<file path="src/io_pi_pkg.sv">
// constants, register map and state type shared by both ends of the io/interrupt link
`default_nettype none
package io_pi_pkg;

  // ----------------------------------------------------------------
  // link geometry
  // ----------------------------------------------------------------
  localparam int NUM_DEV = 9;    // request inputs of the basic interrupt facility
  localparam int WORD_W  = 18;   // accumulator and io bus width
  localparam int SEL_W   = 6;    // device selector code width
  localparam int PC_W    = 13;   // program count width
  localparam int PCH_W   = 2;    // extended program count width

  // ----------------------------------------------------------------
  // register offsets (byte addresses)
  // ----------------------------------------------------------------
  localparam logic [7:0] CMD_OFF      = 8'h00;
  localparam logic [7:0] ACC_OFF      = 8'h04;
  localparam logic [7:0] STATE_OFF    = 8'h08;
  localparam logic [7:0] SAVE_OFF     = 8'h0c;
  localparam logic [7:0] STATUS_OFF   = 8'h10;
  localparam logic [7:0] INT_STAT_OFF = 8'h14;
  localparam logic [7:0] INT_MASK_OFF = 8'h18;

  // ----------------------------------------------------------------
  // command word fields
  // ----------------------------------------------------------------
  localparam int CMD_SEL_LSB = 0;
  localparam int CMD_EV1_BIT = 6;    // event-1 pulse, code xx01
  localparam int CMD_EV2_BIT = 7;    // event-2 pulse, code xx02
  localparam int CMD_EV4_BIT = 8;    // event-4 pulse, code xx04
  localparam int CMD_CLR_BIT = 9;    // clear accumulator at event 1 (xx12 when with ev2)
  localparam int CMD_ON_BIT  = 10;   // interrupt_on_command
  localparam int CMD_W       = 11;

  // ----------------------------------------------------------------
  // processor state word, also the layout stored in location 0000
  // ----------------------------------------------------------------
  localparam int ST_LINK_BIT = 17;
  localparam int ST_EXT_BIT  = 16;
  localparam int ST_TRAP_BIT = 15;
  localparam int ST_PCH_LSB  = 13;
  localparam int ST_PC_LSB   = 0;

  // ----------------------------------------------------------------
  // status and interrupt fields
  // ----------------------------------------------------------------
  localparam int STS_BUSY_BIT = 0;
  localparam int STS_IEN_BIT  = 1;
  localparam int STS_REQ_BIT  = 2;
  localparam int STS_FLG_LSB  = 3;
  localparam int INT_BRK_BIT  = 0;   // a break was taken
  localparam int INT_SKP_BIT  = 1;   // a skip occurred
  localparam int INT_W        = 2;

  // ----------------------------------------------------------------
  // reset values and fixed addresses
  // ----------------------------------------------------------------
  localparam logic [WORD_W-1:0] ACC_RST      = 18'h00000;
  localparam logic [WORD_W-1:0] STATE_RST    = 18'h00000;
  localparam logic [WORD_W-1:0] SAVE_RST     = 18'h00000;
  localparam logic [PC_W-1:0]   BREAK_VECTOR = 13'h0001;   // next fetch after a break
  localparam logic [INT_W-1:0]  INT_RST      = 2'h0;

  // ----------------------------------------------------------------
  // instruction sequencer
  // ----------------------------------------------------------------
  typedef enum logic [5:0] {
    S_IDLE = 6'h01,
    S_EV1  = 6'h02,
    S_EV2  = 6'h04,
    S_EV4  = 6'h08,
    S_FIN  = 6'h10,
    S_BRK  = 6'h20
  } seq_state_t;

endpackage
`default_nettype wire

</file>
<file path="src/io_link_if.sv">
// io link between the processor end and the peripheral device ends
`timescale 1ns/1ps
`default_nettype none
interface io_link_if;
  import io_pi_pkg::*;

  // processor driven: selector code, event pulses, accumulator bus
  logic [SEL_W-1:0]                sel;
  logic                            ev1;
  logic                            ev2;
  logic                            ev4;
  logic [WORD_W-1:0]               out_word;
  // device driven, one slot per device, nets so each device owns its slot
  wire  [NUM_DEV-1:0]              flag_n;
  wire  [NUM_DEV-1:0]              skip_flag;
  wire  [NUM_DEV-1:0][WORD_W-1:0]  in_word;

  modport processor (
    output sel, ev1, ev2, ev4, out_word,
    input  flag_n, skip_flag, in_word
  );

  modport device (
    input  sel, ev1, ev2, ev4, out_word,
    output flag_n, skip_flag, in_word
  );

endinterface
`default_nettype wire

</file>
<file path="src/io_pi_processor.sv">
// processor end: io command sequencer, skip, program interrupt and apb registers
//
// The implementer's own choices: the APB slave port and the register offsets.
`timescale 1ns/1ps
`default_nettype none
// Contract
// - event-2 pulse moves accumulator into device register
// - device starts operating on event-4 pulse
// - control word sets device control mode
// - three commands: skip test, transfer, start
// - enabled interrupt: ready flag forces break
// - nine request inputs, count expandable
// - request flag is active-low level
// - request flag also feeds skip facility
// - any flag breaks if enabled, none active
// - break stores link, extend, trap, counts
// - after break fetch from location one
// - break only at end of instruction
// - software polls each device with event-1
// - clear plus event-2 loads device buffer
// - start pulse clears device ready flag
// - skip when selected flag and event-1
module io_pi_processor import io_pi_pkg::*; (
  // clock and reset
  input  wire logic        pclk,
  input  wire logic        presetn,
  // apb slave
  input  wire logic        psel,
  input  wire logic        penable,
  input  wire logic        pwrite,
  input  wire logic [31:0] paddr,
  input  wire logic [31:0] pwdata,
  output logic      [31:0] prdata,
  output logic             pready,
  output logic             pslverr,
  // interrupt to software
  output logic             irq,
  // link to the devices
  io_link_if.processor     link
);

  seq_state_t                     state;
  logic [CMD_W-1:0]               cmd;
  logic [WORD_W-1:0]              acc;
  logic [WORD_W-1:0]              cpu_word;
  logic [WORD_W-1:0]              save_word;
  logic                           ien;
  logic                           skip_hit;
  logic [INT_W-1:0]               int_stat;
  logic [INT_W-1:0]               int_mask;
  logic [NUM_DEV-1:0]             req_lines;
  logic                           req;
  logic                           skip_now;
  wire  [NUM_DEV:0][WORD_W-1:0]   in_chain;
  logic [PC_W-1:0]                next_pc;
  logic                           wr;
  logic                           rd_setup;
  logic [7:0]                     addr;
  logic                           mapped;
  logic                           idle;

  // ----------------------------------------------------------------
  // apb decode
  // ----------------------------------------------------------------
  assign addr     = paddr[7:0];
  assign mapped   = (paddr[31:8] == 24'h000000) &&
                    (addr == CMD_OFF || addr == ACC_OFF || addr == STATE_OFF ||
                     addr == SAVE_OFF || addr == STATUS_OFF ||
                     addr == INT_STAT_OFF || addr == INT_MASK_OFF);
  assign wr       = psel && penable && pwrite && mapped;
  assign rd_setup = psel && !penable && !pwrite;
  assign pready   = 1'b1;                               // zero wait states
  assign pslverr  = psel && penable && !mapped;
  assign idle     = (state == S_IDLE);

  // ----------------------------------------------------------------
  // request and skip gathering
  // ----------------------------------------------------------------
  assign req_lines = ~link.flag_n;
  assign req       = |req_lines;
  assign skip_now  = (state == S_EV1) && cmd[CMD_EV1_BIT] && (|link.skip_flag);

  // information collector: inclusive or of every device slot
  assign in_chain[0] = ACC_RST;
  for (genvar i = 0; i < NUM_DEV; i++) begin : g_collect
    assign in_chain[i+1] = in_chain[i] | link.in_word[i];
  end

  // next instruction address, one further on a skip
  assign next_pc = cpu_word[ST_PC_LSB +: PC_W] + (skip_hit ? PC_W'(2) : PC_W'(1));

  // ----------------------------------------------------------------
  // link outputs
  // ----------------------------------------------------------------
  assign link.sel      = cmd[CMD_SEL_LSB +: SEL_W];
  assign link.ev1      = (state == S_EV1) && cmd[CMD_EV1_BIT];
  assign link.ev2      = (state == S_EV2) && cmd[CMD_EV2_BIT];
  assign link.ev4      = (state == S_EV4) && cmd[CMD_EV4_BIT];
  assign link.out_word = acc;

  // instruction sequencer; a new command is refused while busy
  always_ff @(posedge pclk or negedge presetn) begin
    if (!presetn) begin
      state <= S_IDLE;
    end else begin
      unique case (state)
        S_IDLE: begin
          if (wr && addr == CMD_OFF) begin
            state <= S_EV1;
          end
        end
        S_EV1: state <= S_EV2;
        S_EV2: state <= S_EV4;
        S_EV4: state <= S_FIN;
        S_FIN: begin
          // checked only here, never mid-instruction
          if (ien && req) begin
            state <= S_BRK;
          end else begin
            state <= S_IDLE;
          end
        end
        S_BRK: state <= S_IDLE;
      endcase
    end
  end

  // command latch
  always_ff @(posedge pclk or negedge presetn) begin
    if (!presetn) begin
      cmd <= '0;
    end else if (idle && wr && addr == CMD_OFF) begin
      cmd <= pwdata[CMD_W-1:0];
    end
  end

  // skip memory for the running instruction
  always_ff @(posedge pclk or negedge presetn) begin
    if (!presetn) begin
      skip_hit <= 1'b0;
    end else if (state == S_IDLE) begin
      skip_hit <= 1'b0;
    end else if (skip_now) begin
      skip_hit <= 1'b1;
    end
  end

  // accumulator: clear at event 1, or-in at event 2
  always_ff @(posedge pclk or negedge presetn) begin
    if (!presetn) begin
      acc <= ACC_RST;
    end else if (idle && wr && addr == ACC_OFF) begin
      acc <= pwdata[WORD_W-1:0];
    end else if (state == S_EV1 && cmd[CMD_CLR_BIT]) begin
      acc <= ACC_RST;
    end else if (link.ev2) begin
      acc <= acc | in_chain[NUM_DEV];
    end
  end

  // link, extend, trap, extended count and program count
  always_ff @(posedge pclk or negedge presetn) begin
    if (!presetn) begin
      cpu_word <= STATE_RST;
    end else if (idle && wr && addr == STATE_OFF) begin
      cpu_word <= pwdata[WORD_W-1:0];
    end else if (state == S_FIN) begin
      cpu_word[ST_PC_LSB +: PC_W] <= next_pc;
    end else if (state == S_BRK) begin
      cpu_word[ST_PC_LSB +: PC_W] <= BREAK_VECTOR;
    end
  end

  // location 0000: state saved on break entry, pc already advanced
  always_ff @(posedge pclk or negedge presetn) begin
    if (!presetn) begin
      save_word <= SAVE_RST;
    end else if (state == S_BRK) begin
      save_word <= cpu_word;
    end
  end

  // interrupt enable; the break shuts it until the next interrupt-on
  always_ff @(posedge pclk or negedge presetn) begin
    if (!presetn) begin
      ien <= 1'b0;
    end else if (state == S_BRK) begin
      ien <= 1'b0;
    end else if (state == S_FIN && cmd[CMD_ON_BIT]) begin
      ien <= 1'b1;
    end
  end

  // ----------------------------------------------------------------
  // software interrupt: sticky events, set beats write-one-clear
  // ----------------------------------------------------------------
  always_ff @(posedge pclk or negedge presetn) begin
    if (!presetn) begin
      int_stat <= INT_RST;
    end else begin
      for (int b = 0; b < INT_W; b++) begin
        if ((b == INT_BRK_BIT && state == S_BRK) || (b == INT_SKP_BIT && skip_now)) begin
          int_stat[b] <= 1'b1;
        end else if (wr && addr == INT_STAT_OFF && pwdata[b]) begin
          int_stat[b] <= 1'b0;
        end
      end
    end
  end

  // mask register
  always_ff @(posedge pclk or negedge presetn) begin
    if (!presetn) begin
      int_mask <= INT_RST;
    end else if (wr && addr == INT_MASK_OFF) begin
      int_mask <= pwdata[INT_W-1:0];
    end
  end

  assign irq = |(int_stat & int_mask);

  // read data captured in the setup cycle, stable through access
  always_ff @(posedge pclk or negedge presetn) begin
    if (!presetn) begin
      prdata <= 32'h00000000;
    end else if (rd_setup) begin
      prdata <= 32'h00000000;
      if (paddr[31:8] == 24'h000000) begin
        case (addr)
          CMD_OFF:      prdata[CMD_W-1:0]  <= cmd;
          ACC_OFF:      prdata[WORD_W-1:0] <= acc;
          STATE_OFF:    prdata[WORD_W-1:0] <= cpu_word;
          SAVE_OFF:     prdata[WORD_W-1:0] <= save_word;
          STATUS_OFF: begin
            prdata[STS_BUSY_BIT] <= !idle;
            prdata[STS_IEN_BIT]  <= ien;
            prdata[STS_REQ_BIT]  <= req;
            prdata[STS_FLG_LSB +: NUM_DEV] <= req_lines;
          end
          INT_STAT_OFF: prdata[INT_W-1:0]  <= int_stat;
          INT_MASK_OFF: prdata[INT_W-1:0]  <= int_mask;
          default:      prdata <= 32'h00000000;
        endcase
      end
    end
  end

endmodule
`default_nettype wire

</file>
<file path="src/flat_wrapper.sv">
// flat-port wrapper written by rule: the top's interface ports become plain ports
module io_pi_processor_flat import io_pi_pkg::*;
  (pclk, presetn, psel, penable, pwrite, paddr, pwdata, prdata, pready, pslverr, irq, link_sel, link_ev1, link_ev2, link_ev4, link_out_word, link_flag_n, link_skip_flag, link_in_word);
  io_link_if link_i ();
  input  wire logic pclk;
  input  wire logic presetn;
  input  wire logic psel;
  input  wire logic penable;
  input  wire logic pwrite;
  input  wire logic [31:0] paddr;
  input  wire logic [31:0] pwdata;
  output logic      [31:0] prdata;
  output logic pready;
  output logic pslverr;
  output logic irq;
  output wire logic [$bits(link_i.sel)-1:0] link_sel;
  output wire logic [$bits(link_i.ev1)-1:0] link_ev1;
  output wire logic [$bits(link_i.ev2)-1:0] link_ev2;
  output wire logic [$bits(link_i.ev4)-1:0] link_ev4;
  output wire logic [$bits(link_i.out_word)-1:0] link_out_word;
  input wire logic [$bits(link_i.flag_n)-1:0] link_flag_n;
  input wire logic [$bits(link_i.skip_flag)-1:0] link_skip_flag;
  input wire logic [$bits(link_i.in_word)-1:0] link_in_word;
  assign link_sel = link_i.sel;
  assign link_ev1 = link_i.ev1;
  assign link_ev2 = link_i.ev2;
  assign link_ev4 = link_i.ev4;
  assign link_out_word = link_i.out_word;
  assign link_i.flag_n = link_flag_n;
  assign link_i.skip_flag = link_skip_flag;
  assign link_i.in_word = link_in_word;
  io_pi_processor u_core (.pclk(pclk), .presetn(presetn), .psel(psel), .penable(penable), .pwrite(pwrite), .paddr(paddr), .pwdata(pwdata), .prdata(prdata), .pready(pready), .pslverr(pslverr), .irq(irq), .link(link_i));
endmodule
</file>
<file path="config.mk">
export PLATFORM = sky130hd
export DESIGN_NAME = io_pi_processor_flat
export DESIGN_NICKNAME = d
export VERILOG_FILES = /design/src/io_pi_pkg.sv /design/src/io_link_if.sv /design/src/io_pi_processor.sv /design/src/flat_wrapper.sv
export SDC_FILE = /design/constraint.sdc
export NUM_CORES = 1
export LEC_CHECK = 0
export BUFFER_PORTS_ARGS = -buffer_cell sky130_fd_sc_hd__buf_2
export CELL_PAD_IN_SITES_DETAIL_PLACEMENT = 0
export CELL_PAD_IN_SITES_GLOBAL_PLACEMENT = 2
export CORE_ASPECT_RATIO = 0.6
export CORE_MARGIN = 5
export CORE_UTILIZATION = 22
export DETAILED_ROUTE_END_ITERATION = 7
export PLACE_DENSITY_LB_ADDON = 0.12
export SETUP_SLACK_MARGIN = 0.5
export SLEW_MARGIN = 20
export SYNTH_ARGS = -nofsm -noshare
export SYNTH_HDL_FRONTEND = slang
export SYNTH_SLANG_ARGS = --single-unit
</file>
<file path="constraint.sdc">
create_clock -name pclk -period 2.1 [get_ports pclk]
set_input_delay 0.315 -clock pclk [delete_from_list [all_inputs] [get_ports pclk]]
set_output_delay 0.315 -clock pclk [all_outputs]
set_load 0.005 [all_outputs]
</file>
==> impl_results.md, run 1 <==
* Run status: finished, violations left
* Failing checks: negative setup slack
* Setup violators final at 51
* Port buffer count at 281
* Switch Pwr at 966.1 uW
* Number of global-route vias before repair at 6,608
* Critical Path Fanout Max at 2
* Final min period at 2.346 ns
* Pins Over Slew Limit at 0
* CTS tree: built
* Crit path from: u_core.state[4]$_DFFE_PN0P_
* R2r setup slk at -0.22 ns
* Worst min-delay path category: in2reg
* Endpoints failing hold at 0
* Worst vdd ir at 0.3679 mV
* Full die area at 0.02886 mm2
* Fraction of registers with async set/reset at 100.0%
* Global Route Usage Sum at 17.69%
* CTS root buf: clkbuf_16
* Crit. End Element: output pin
* Top post-synthesis cells by area: dfrtp_1, nand2_1, mux2_2
* Die Wd at 216 um
* TritonCTS Buffers at 9
* Slew headroom at 43.77%
* Worst reg2reg path endpoint: u_core.cpu_word[5]$_DFFE_PN0P_
* Layout Skew at 0.01505 ns
* Worst EP required at 1.78 ns
* Switching share of power at 25.29%
* Pin count of the biggest net entering global routing at 44
* Register share of total power at 47.9%
* Hold_ws at 0.1919 ns
* Worst setup margin at -0.2458 ns
* Worst Tran Pin Value at 0.8317 ns
* Syn Inst Count at 635
* Via count at 6,447
* Initial antenna violation count at 2
* Drt pass-1 iters at 7
* Commonest non-fill, non-tap cell in the layout: buf_2
* Number of diodes at 0
* Power consumption at 3.820 mW
* Reg-to-reg startpoint: u_core.state[5]$_DFFE_PN0P_
* Io pins at 311
* Post-synth EDFFs at 0
* Max-cap viol count at 0
* Grt ovf at 0
* DR WL/cell at 19.93 um
* Clock Power Share at 39.9%
* Most frequent cells in the layout: buf_2, dfrtp_1, nand2_1
* GP Congestion at 0.8347
* Comb pwr share at 12.3%
* LEAKAGE at 4.534 nW
* Post-Syn Area per Cell at 8.821 um2
* Multi-input gate area at 0.003710 mm2
* WHS Path Cells at 3
* Final Instance Area at 0.009671 mm2
* Layout filler cell count at 2,528
* Seq/Total Area, Yosys at 42.46%
* Detailed placement HPWL at 20.68 mm
* Post-synth top flop: dfrtp_1
* Arrival time worst endpoint at 2.03 ns
* Crit path kind: reg2out
* Site Rows at 45
* First-pass GRT wire length at 39.13 mm
* Area after DPL at 0.007914 mm2
* Synthesized flop and latch total at 95
* R2R depth at 10
* Layout cells sized above 1 at 55.35%
* Final TNS setup at -8.055 ns
* Hold Path Origin: pwdata[16]
* Reg clk slew, reported paths at 0.07 ns
* Pre-CTS setup slack at -0.2878 ns
* Die Y at 133.6 um
* DRT iter0 DRCs at 418
* Startpoint types: flip-flop
* Number of remaining DRC errors at 0
* Clk Latency, worst-skew pair at 0.36 ns
* WHS Endpoint: u_core.cpu_word[16]$_DFFE_PN0P_
* Core footprint at 0.02517 mm2
* Final period util at 111.7%
* Yosys warns at 0
* Cell variety after synth at 63
* FF+latch area at 0.002380 mm2
* Area growth syn-to-layout at 72.64%
* Number of vias per cell at 4.783
* Nets@finish at 1,268
* Total Routed Length at 26.87 mm
* F_max at 426.3 MHz
* H-tree depth at 3
* Starting Density at 22.26%
* Number of routed nets with antenna violations at 0
* Yosys top cell area share at 41.99%
* PD cells at 395.0 mW/mm2
* Post-synth top area cell: dfrtp_1
* P_int at 2.854 mW
* Longest Clk Path Bufs at 2
* RSZ-0062 raised after global routing: yes
* Mapped Area at 0.005602 mm2
* CTS Sinks at 95
[synth_stat cells, types with 4 or more instances]
| library cell | instances |
|---|---|
| nor2_1 | 65 |
| inv_1 | 6 |
| nor4_1 | 29 |
| a22oi_1 | 11 |
| clkbuf_1 | 20 |
| nand4_1 | 9 |
| a21oi_1 | 35 |
| o2bb2ai_1 | 9 |
| a222oi_1 | 7 |
| o21ai_0 | 26 |
| nand2_1 | 99 |
| and3_1 | 4 |
| a31oi_1 | 4 |
| dfrtp_1 | 94 |
| buf_4 | 24 |
| nand2b_1 | 4 |
| nand3_1 | 35 |
| buf_2 | 5 |
| a211oi_1 | 9 |
| and2_1 | 5 |
| mux2_2 | 31 |
| nor3_1 | 30 |
| nor3b_1 | 6 |
| a221oi_1 | 4 |
[registers in the layout, indices dropped and copies added (netlist names)]
signal / cells
u_core.int_mask: 2
u_core.state: 6
u_core.cpu_word: 18
u_core.ien: 1
u_core.prdata: 18
u_core.save_word: 18
u_core.link.out_word: 18
u_core.skip_hit: 1
u_core.int_stat: 2
u_core.cmd: 11
[worst max-delay path by stage]
stage	to	slack, ns
2_1_floorplan	u_core.link.out_word[10]$_DFFE_PN0P_	-0.06
3_3_place_gp	u_core.link.out_word[7]$_DFFE_PN0P_	-0.27
3_5_place_dp	u_core.link.out_word[7]$_DFFE_PN0P_	-0.29
4_1_cts	link_ev2	-0.20
5_1_grt	link_ev2	-0.32
6_report	link_ev2	-0.25
[kinds of logic (layout without fill, tap and decap cells)]
group	after synthesis	in the layout	synth area share, %
buffers and inverters	58	429	6.165
XOR/XNOR	5	5	0.7819
multiplexers	33	33	6.589
adder cells (fa/ha/maj)	3	3	0.8041
other	2	15	0.1341
flip-flops	95	95	42.46
AO/OA/AOI/OAI	126	126	14.79
AND/OR/NAND/NOR	313	313	28.28
[routing by layer]
layer  track usage [%]  part of all wire (%)  vias up
met2             27.05                    44      237
met1             25.66                    48     3148
li1                  -                     -     3050
met5                 0                     0        -
met4             2.471                  0.69        0
met3             4.747                   6.9       12
[power by group through the flow]
stage	clock, mW	combinational [mW]	sequential [mW]
finish	1.52	0.468	1.83
floorplan	0	0.0929	1.86
global route	1.63	0.512	1.83
CTS	1.57	0.459	1.83
global placement	0	0.405	1.86
detailed placement	0	0.414	1.86
[metrics by stage]
stage               util, %  std cells
floorplan                 -        648
global placement      31.44       1280
detailed placement    31.44       1280
CTS                   36.48       1338
global route          38.42       1348
finish                38.42       1348
[critical path, stage by stage (launching register included)]
cell,delay [ns]
dfrtp_1,0.39
buf_6,0.12
or4_4,0.54
nor4b_4,0.38
buf_12,0.16
buf_6,0.09
[what timing repair did]
item                                   4_1_cts  5_1_grt
cloned                                       4        3
hold buffers                                 1        0
setup buffers                               39        7
resized for setup                          141       88
pin swaps                                   39       30
endpoints found under the hold margin       27        0
setup endpoints to repair                   92       96
[area by class of cell]
cell class,instances,share of cell area [%]
clock buffers,10,2.368
clock inverters,4,0.2588
inverters,6,0.2329
multi-input cells,495,38.36
flip-flops and latches,95,24.61
well taps,329,4.257
repair buffers,409,29.91
No activity file was read; power rests on OpenSTA's default activity.
==> run 2: changes to the inputs <==
--- a/config.mk
+++ b/config.mk
@@ -10,9 +10,10 @@
 export CELL_PAD_IN_SITES_GLOBAL_PLACEMENT = 2
 export CORE_ASPECT_RATIO = 0.6
 export CORE_MARGIN = 5
-export CORE_UTILIZATION = 22
+export CORE_UTILIZATION = 26
 export DETAILED_ROUTE_END_ITERATION = 7
 export PLACE_DENSITY_LB_ADDON = 0.12
+export REMOVE_ABC_BUFFERS = 1
 export SETUP_SLACK_MARGIN = 0.5
 export SLEW_MARGIN = 20
 export SYNTH_ARGS = -nofsm -noshare
==> constraint.sdc (replaced) <==
create_clock -name pclk -period 2.8 [get_ports pclk]
set_input_delay 0.42 -clock pclk [delete_from_list [all_inputs] [get_ports pclk]]
set_output_delay 0.42 -clock pclk [all_outputs]
set_load 0.005 [all_outputs]
==> run 2 against run 1 <==
- the flow now finishes without violations
- sequential cell count unchanged
- via count is 7.6% lower
- critical path depth down 1
- final area fell by 20%
- sequential share of layout area is 6.0 points higher
- clock power shrank 7%
- sequential power is 25% lower
- routed wire length is 14% lower
- non-clock buffer count down 90
- core utilization fell by 1.5 points
- total power fell by 20%
- critical path type unchanged
- largest power group is now the clock network
- highest routed layer unchanged
==> impl_results.md, run 2 (synthesis gave the netlist of run 1 again) <==
* Run status: finished clean
* Longest Clk Path Bufs at 2 (unchanged)
* Arrival time worst endpoint at 1.92 ns (-0.11 ns)
* Layout Skew at 0.008933 ns (-0.006115 ns)
* Area growth syn-to-layout at 38.84%
* Setup violators final at 0 (-100%)
* Power consumption at 3.064 mW (-20%)
* RSZ-0062 raised after global routing: yes
* FF+latch area at 0.002382 mm2 (+0.11%)
* Startpoint types: flip-flop
* GP Congestion at 0.8772 (+5.1%)
* H-tree depth at 3 (unchanged)
* Reg clk slew, reported paths at 0.07 ns (about the same)
* Post-Place Cells at 1,187 (-7.3%)
* Number of vias per cell at 4.923 (+2.9%)
* Die Wd at 199.5 um (-7.6%)
* Clk Latency, worst-skew pair at 0.35 ns (about the same)
* Detailed placement HPWL at 18.62 mm (-10%)
* Pre-CTS setup slack at 0.1496 ns (+0.4374 ns)
* Global Route Usage Sum at 18.14% (+0.46 points)
* PD cells at 393.9 mW/mm2 (-0.27%)
* Drt pass-1 iters at 5 (-2)
* Final min period at 2.345 ns
* CTS root buf: clkbuf_16
* Grt ovf at 0 (unchanged)
* First-pass GRT wire length at 34.00 mm (-13%)
* LEAKAGE at 3.852 nW (-15%)
* Most frequent cells in the layout: buf_2, nand2_1, dfrtp_1
* Die Y at 123.7 um (-7.4%)
* Critical Path Fanout Max at 4 (+2)
* DRT iter0 DRCs at 418 (unchanged)
* Port buffer count at 281 (unchanged)
* Final TNS setup at 0 ns (+8.055 ns)
* Nets@finish at 1,178 (-7.1%)
* Worst vdd ir at 0.2675 mV (-27%)
* Core footprint at 0.02108 mm2 (-16%)
* Max-cap viol count at 0 (unchanged)
* Final Instance Area at 0.007777 mm2 (-20%)
* TritonCTS Buffers at 9 (unchanged)
* Worst Tran Pin Value at 0.8471 ns (+0.01537 ns)
* Worst EP required at 2.38 ns (+0.60 ns)
* CTS Sinks at 95 (unchanged)
* Number of routed nets with antenna violations at 0 (unchanged)
* Pin count of the biggest net entering global routing at 52 (+18%)
* Io pins at 311 (unchanged)
* Layout cells sized above 1 at 41.94% (-13 points)
* Number of global-route vias before repair at 5,943 (-10%)
* Post-route insts no fill at 1,210 (-10%)
* Crit path kind: reg2out
* Endpoints failing hold at 0 (unchanged)
* Pins Over Slew Limit at 0 (unchanged)
* Slew headroom at 43.15% (-0.62 points)
* Via count at 5,957 (-7.6%)
* Commonest non-fill, non-tap cell in the layout: buf_2
* Full die area at 0.02468 mm2 (-14%)
* F_max at 426.5 MHz
* Layout filler cell count at 2,183 (-14%)
* Number of remaining DRC errors at 0 (unchanged)
* Crit. End Element: output pin
* DR WL/cell at 19.19 um (-3.7%)
* Initial antenna violation count at 0 (-2)
* CTS tree: built
* Multi-input gate area at 0.002977 mm2 (-20%)
* Site Rows at 41 (-8.9%)
* Worst min-delay path category: in2async
* Final period util at 83.74%
* Worst setup margin at 0.4552 ns (+0.7010 ns)
* Starting Density at 26.57% (+4.3 points)
* Area after DPL at 0.007343 mm2 (-7.2%)
* Total Routed Length at 23.22 mm (-14%)
[run 2: changes by cell type in the layout (fill, tap and decap cells not counted), sizes merged]
cell         previous run  this run
clkbuf                 13        11
bufinv                  0         3
clkinv                  2         1
clkinvlp                2         0
dlygate4sd3             1         0
buf                   405       319
diode                   0         1
[run 2: area by class of cell]
cell class / instances / share of cell area [%]
diodes: 1 / 0.03218
flip-flops and latches: 95 / 30.63
clock buffers: 11 / 2.992
inverters: 6 / 0.2896
clock inverters: 4 / 1.223
well taps: 279 / 4.488
repair buffers: 319 / 22.07
multi-input cells: 495 / 38.27
[run 2: final timing paths]
check	start	endpoint	slack (ns)	depth (start not counted)
worst max-delay path	u_core.state[4]$_DFFE_PN0P_	link_ev1	0.46	4
worst min-delay path	presetn	u_core.prdata[6]$_DFFE_PN0P_	0.12	1
worst max register to register	u_core.state[4]$_DFFE_PN0P_	u_core.link.out_word[13]$_DFFE_PN0P_	0.50	5
worst min register to register	u_core.prdata[6]$_DFFE_PN0P_	u_core.prdata[6]$_DFFE_PN0P_	0.48	2
max in group asynchronous	presetn	u_core.state[0]$_DFFE_PN1P_	1.90	2
min in group pclk	pwdata[17]	u_core.cpu_word[17]$_DFFE_PN0P_	0.29	3
[run 2: repair_timing]
action	in CTS	in global routing
setup buffers	5	2
endpoints found under the setup margin	28	40
pin swaps	4	5
resized for setup	12	2
hold buffers	0	0
[run 2: layer usage]
layer  track usage, %  part of all wire [%]  vias to the layer above
met4            3.223                  0.67                        0
met2            26.71                    41                      237
met1            27.63                    50                     2837
met3            3.812                   7.8                       15
li1                 -                     -                     2868
met5                0                     0                        -
[run 2: critical path, cell delays in order (launching register included)]
cell and delay, ns:
dfrtp_2 0.43, or4_4 0.60, nor3b_4 0.23, and2_4 0.19, buf_2 0.11
[run 2: power by group]
group | switching (mW) | total, mW | internal (mW)
Clock | 0.537 | 1.41 | 0.868
Sequential | 0.000000000760 | 1.37 | 1.37
Combinational | 0.142 | 0.287 | 0.144
[run 2: per-stage QoR]
step | hold slack (ns) | utilization (%)
detailed placement | 0.4630 | 34.83
finish | 0.1226 | 36.89
CTS | 0.1420 | 36.79
global route | 0.1688 | 36.88
floorplan | 0.1244 | -
global placement | 0.4607 | 34.83
==> run 3: changes to the inputs <==
--- a/config.mk
+++ b/config.mk
@@ -5,12 +5,13 @@
 export SDC_FILE = /design/constraint.sdc
 export NUM_CORES = 1
 export LEC_CHECK = 0
+export ABC_AREA = 1
 export BUFFER_PORTS_ARGS = -buffer_cell sky130_fd_sc_hd__buf_2
 export CELL_PAD_IN_SITES_DETAIL_PLACEMENT = 0
 export CELL_PAD_IN_SITES_GLOBAL_PLACEMENT = 2
 export CORE_ASPECT_RATIO = 0.6
 export CORE_MARGIN = 5
-export CORE_UTILIZATION = 26
+export CORE_UTILIZATION = 24
 export DETAILED_ROUTE_END_ITERATION = 7
 export PLACE_DENSITY_LB_ADDON = 0.12
 export REMOVE_ABC_BUFFERS = 1
==> constraint.sdc (replaced) <==
create_clock -name pclk -period 2.2 [get_ports pclk]
set_input_delay 0.33 -clock pclk [delete_from_list [all_inputs] [get_ports pclk]]
set_output_delay 0.33 -clock pclk [all_outputs]
set_load 0.005 [all_outputs]
==> run 3 against run 2 <==
- routed wire length increased by 13%
- critical endpoint is now link_ev2
- sequential power grew 27%
- clock power is 43% higher
- largest cell class unchanged
- register-to-register slack worse by 0.17 ns
- global-route usage down 0.099 points
- non-clock buffer count is 57 higher
- largest power group unchanged
- final area is 17% higher
- first-iteration DRC count increased by 0.96%
==> impl_results.md, run 3 <==
* Run status: finished clean
* Post-Syn Area per Cell at 7.374 um2 (-16%)
* Drt pass-1 iters at 5 (unchanged)
* Worst stage delay on the critical path at 0.40 ns (-0.20 ns)
* Setup violators final at 0 (unchanged)
* Endpoints failing hold at 0 (unchanged)
* DR WL/cell at 17.73 um (-7.6%)
* Number of vias per cell at 4.519 (-8.2%)
* Reg-to-reg startpoint: u_core.state[3]$_DFFE_PN0P_
* Crit-path slowest cell: dfrtp_1
* Longest Clk Path Bufs at 2 (unchanged)
* Nets@finish at 1,410 (+20%)
* Initial antenna violation count at 0 (unchanged)
* Arrival time worst endpoint at 1.55 ns (-0.37 ns)
* Cell variety after synth at 46 (-27%)
* WP buf/inv at 3 (+2)
* Post-synth top area cell: dfrtp_1
* Worst vdd ir at 0.2834 mV (+5.9%)
* Yosys top cell area share at 39.63% (-2.4 points)
* Syn Inst Count at 805 (+27%)
* Final period util at 85.33%
* Layout cells sized above 1 at 41.62% (-0.32 points)
* Final min period at 1.877 ns
* Io pins at 311 (unchanged)
* Post-route insts no fill at 1,485 (+23%)
* Post-synth top cells: nand2_1, dfrtp_1, nand3_1
* R2R depth at 11 (+6)
* Met1 wire length at 13.67 mm (+17%)
* Post-Place Cells at 1,431 (+21%)
* Global Route Usage Sum at 18.04% (-0.099 points)
* Worst reg2reg path endpoint: u_core.link.out_word[15]$_DFFE_PN0P_
* Fraction of registers with async set/reset at 100.0% (unchanged)
* DRT iter0 DRCs at 422 (+0.96%)
* Pre-CTS setup slack at 0.09517 ns (-0.05446 ns)
* Power consumption at 4.109 mW (+34%)
* Die Y at 131.8 um (+6.6%)
* Reg clk slew, reported paths at 0.07 ns (about the same)
* CTS Sinks at 95 (unchanged)
* Post-synth EDFFs at 0 (unchanged)
* Most frequent cell after synthesis: nand2_1
* First-pass GRT wire length at 39.03 mm (+15%)
* R2r setup slk at 0.33 ns (-0.17 ns)
* Final TNS setup at 0 ns (unchanged)
* Mapped Area at 0.005936 mm2 (+6.0%)
* Post-synth top flop: dfrtp_1
* Critical Path Fanout Max at 4 (unchanged)
* Layout Skew at 0.01160 ns (+0.002671 ns)
* Crit. End Element: output pin
* Site Rows at 44 (+7.3%)
* Core footprint at 0.02428 mm2 (+15%)
* WHS Endpoint: u_core.cpu_word[13]$_DFFE_PN0P_
* Number of routed nets with antenna violations at 0 (unchanged)
* Worst min-delay path category: in2reg
* Worst Tran Pin Value at 0.5454 ns (-0.3017 ns)
* Family with the most delay on the worst path: simple AND/OR/NAND/NOR gates
* Max-cap viol count at 0 (unchanged)
* Switching share of power at 22.91% (+0.73 points)
* Pins Over Slew Limit at 0 (unchanged)
* Worst EP required at 1.87 ns (-0.51 ns)
* Wire length on met3 at 1.556 mm (-14%)
* Seq/Total Area, Yosys at 40.07% (-2.4 points)
* LEAKAGE at 4.704 nW (+22%)
* Clk Latency, worst-skew pair at 0.36 ns (about the same)
* Register share of total power at 42.5% (-2.3 points)
* Startpoint types: flip-flop
* Starting Density at 24.45% (-2.1 points)
* Synthesized flop and latch total at 95 (unchanged)
* CTS tree: built
* Total Routed Length at 26.33 mm (+13%)
* CTS root buf: clkbuf_16
* Via count at 6,711 (+13%)
* Commonest non-fill, non-tap cell in the layout: buf_2
* Switch Pwr at 941.4 uW (+39%)
* Port buffer count at 281 (unchanged)
* RSZ-0062 raised after global routing: yes
* Hold Path Origin: pwdata[13]
* TritonCTS Buffers at 9 (unchanged)
* Worst setup margin at 0.3228 ns (-0.1324 ns)
* Max Used Layer: met4
* Slew headroom at 63.26% (+20 points)
* Met2 wire length at 10.96 mm (+14%)
* Full die area at 0.02808 mm2 (+14%)
* Die Wd at 213.0 um (+6.8%)
* Number of global-route vias before repair at 6,530 (+9.9%)
* Detailed placement HPWL at 20.23 mm (+8.6%)
* H-tree depth at 3 (unchanged)
* Number of remaining DRC errors at 0 (unchanged)
* Pin count of the biggest net entering global routing at 35 (-33%)
* Area growth syn-to-layout at 53.16%
* Cell breakdown of the critical path: inv_2 > nand2_4 > nor4_4 > inv_2 > nor2_4 > buf_2
* Number of diodes at 0 (-1)
* GP Congestion at 0.8259 (-5.8%)
* Grt ovf at 0 (unchanged)
* Top post-synthesis cells by area: dfrtp_1, nand2_1, nand3_1
* Crit path kind: reg2out
* Clock Power Share at 48.8% (+2.9 points)
* F_max at 532.7 MHz
* Layout filler cell count at 2,609 (+20%)
* Most used cell, CP: inv_2
* Most frequent cells in the layout: buf_2, nand2_1, dfrtp_1
* Comb pwr share at 8.7% (-0.7 points)
* Yosys warns at 0 (unchanged)
* WHS Path Cells at 3
* P_int at 3.168 mW (+33%)
* PD cells at 452.0 mW/mm2 (+15%)
-- run 3: area by class of cell --
cell class	instances	area, um2	area share (%)
sequential	95	2379	26.16
timing repair buffer	376	2417	26.59
inverter	75	286.5	3.152
multi-input combinational	601	3238	35.62
clock inverter	7	142.6	1.569
tap	322	402.9	4.432
clock buffer	9	225.2	2.477
-- run 3: per-stage QoR --
step	cell area, um2	hold WS (ns)	utilization [%]
after global placement	7991	0.3264	32.92
after floorplan	5647	0.03441	-
final	9091	0.2060	37.45
after detailed placement	7991	0.3239	32.92
after CTS	8890	0.1994	36.62
after global routing	9091	0.2180	37.45
-- run 3: worst max-delay path by stage --
stage	slack [ns]	depth (start not counted)	end	startpoint
after detailed placement	0.1	13	u_core.link.out_word[13]$_DFFE_PN0P_	paddr[6]
after floorplan	-0.57	10	u_core.cpu_word[8]$_DFFE_PN0P_	u_core.state[2]$_DFFE_PN0P_
after global routing	0.22	6	link_ev4	u_core.state[3]$_DFFE_PN0P_
after CTS	0.33	6	link_ev2	u_core.state[2]$_DFFE_PN0P_
after global placement	0.13	13	u_core.link.out_word[17]$_DFFE_PN0P_	paddr[6]
final	0.32	6	link_ev2	u_core.state[4]$_DFFE_PN0P_
-- run 3: cells by family (layout without fill, tap and decap cells) --
logic type	count (synthesis)	count (layout)	share of synthesized area, %
AOI/OAI and AO/OA	123	123	12.84
xor gates and xnor gates	1	1	0.1476
adders and majority gates	3	3	0.7588
buffers and inverters	122	467	10.43
DFF	95	95	40.07
other	2	15	0.1265
and+or+nand+nor	459	459	35.62
-- run 3: timing repair --
action                                  CTS  global route
endpoints found under the setup margin   52            59
setup buffers                            24             9
hold buffers                              1             0
pin swaps                                21            19
hold endpoints to repair                 31             0
gates cloned                              3             1
gates resized for setup                  79            29
-- run 3: power by group through the flow --
stage / Sequential (mW) / Clock (mW) / Combinational (mW)
6_report: 1.74 / 2.01 / 0.358
5_1_grt: 1.74 / 2.11 / 0.402
4_1_cts: 1.74 / 2.03 / 0.363
3_5_place_dp: 1.78 / 0 / 0.353
3_3_place_gp: 1.78 / 0 / 0.350
2_1_floorplan: 1.78 / 0 / 0.0619
-- run 3: layer usage --
| metal | track usage (%) | up-vias |
|---|---|---|
| met1 | 28.86 | 3143 |
| met5 | 0 | - |
| met4 | 2.202 | 0 |
| met3 | 3.734 | 9 |
| met2 | 25.33 | 186 |
| li1 | - | 3373 |
-- run 3: worst reg2reg max path, delay by kind of cell, from the launching register on --
kind / cells / cell delay [ns]
flops: 1 / 0.40
buf+inv: 4 / 0.56
simple gates: 7 / 0.83
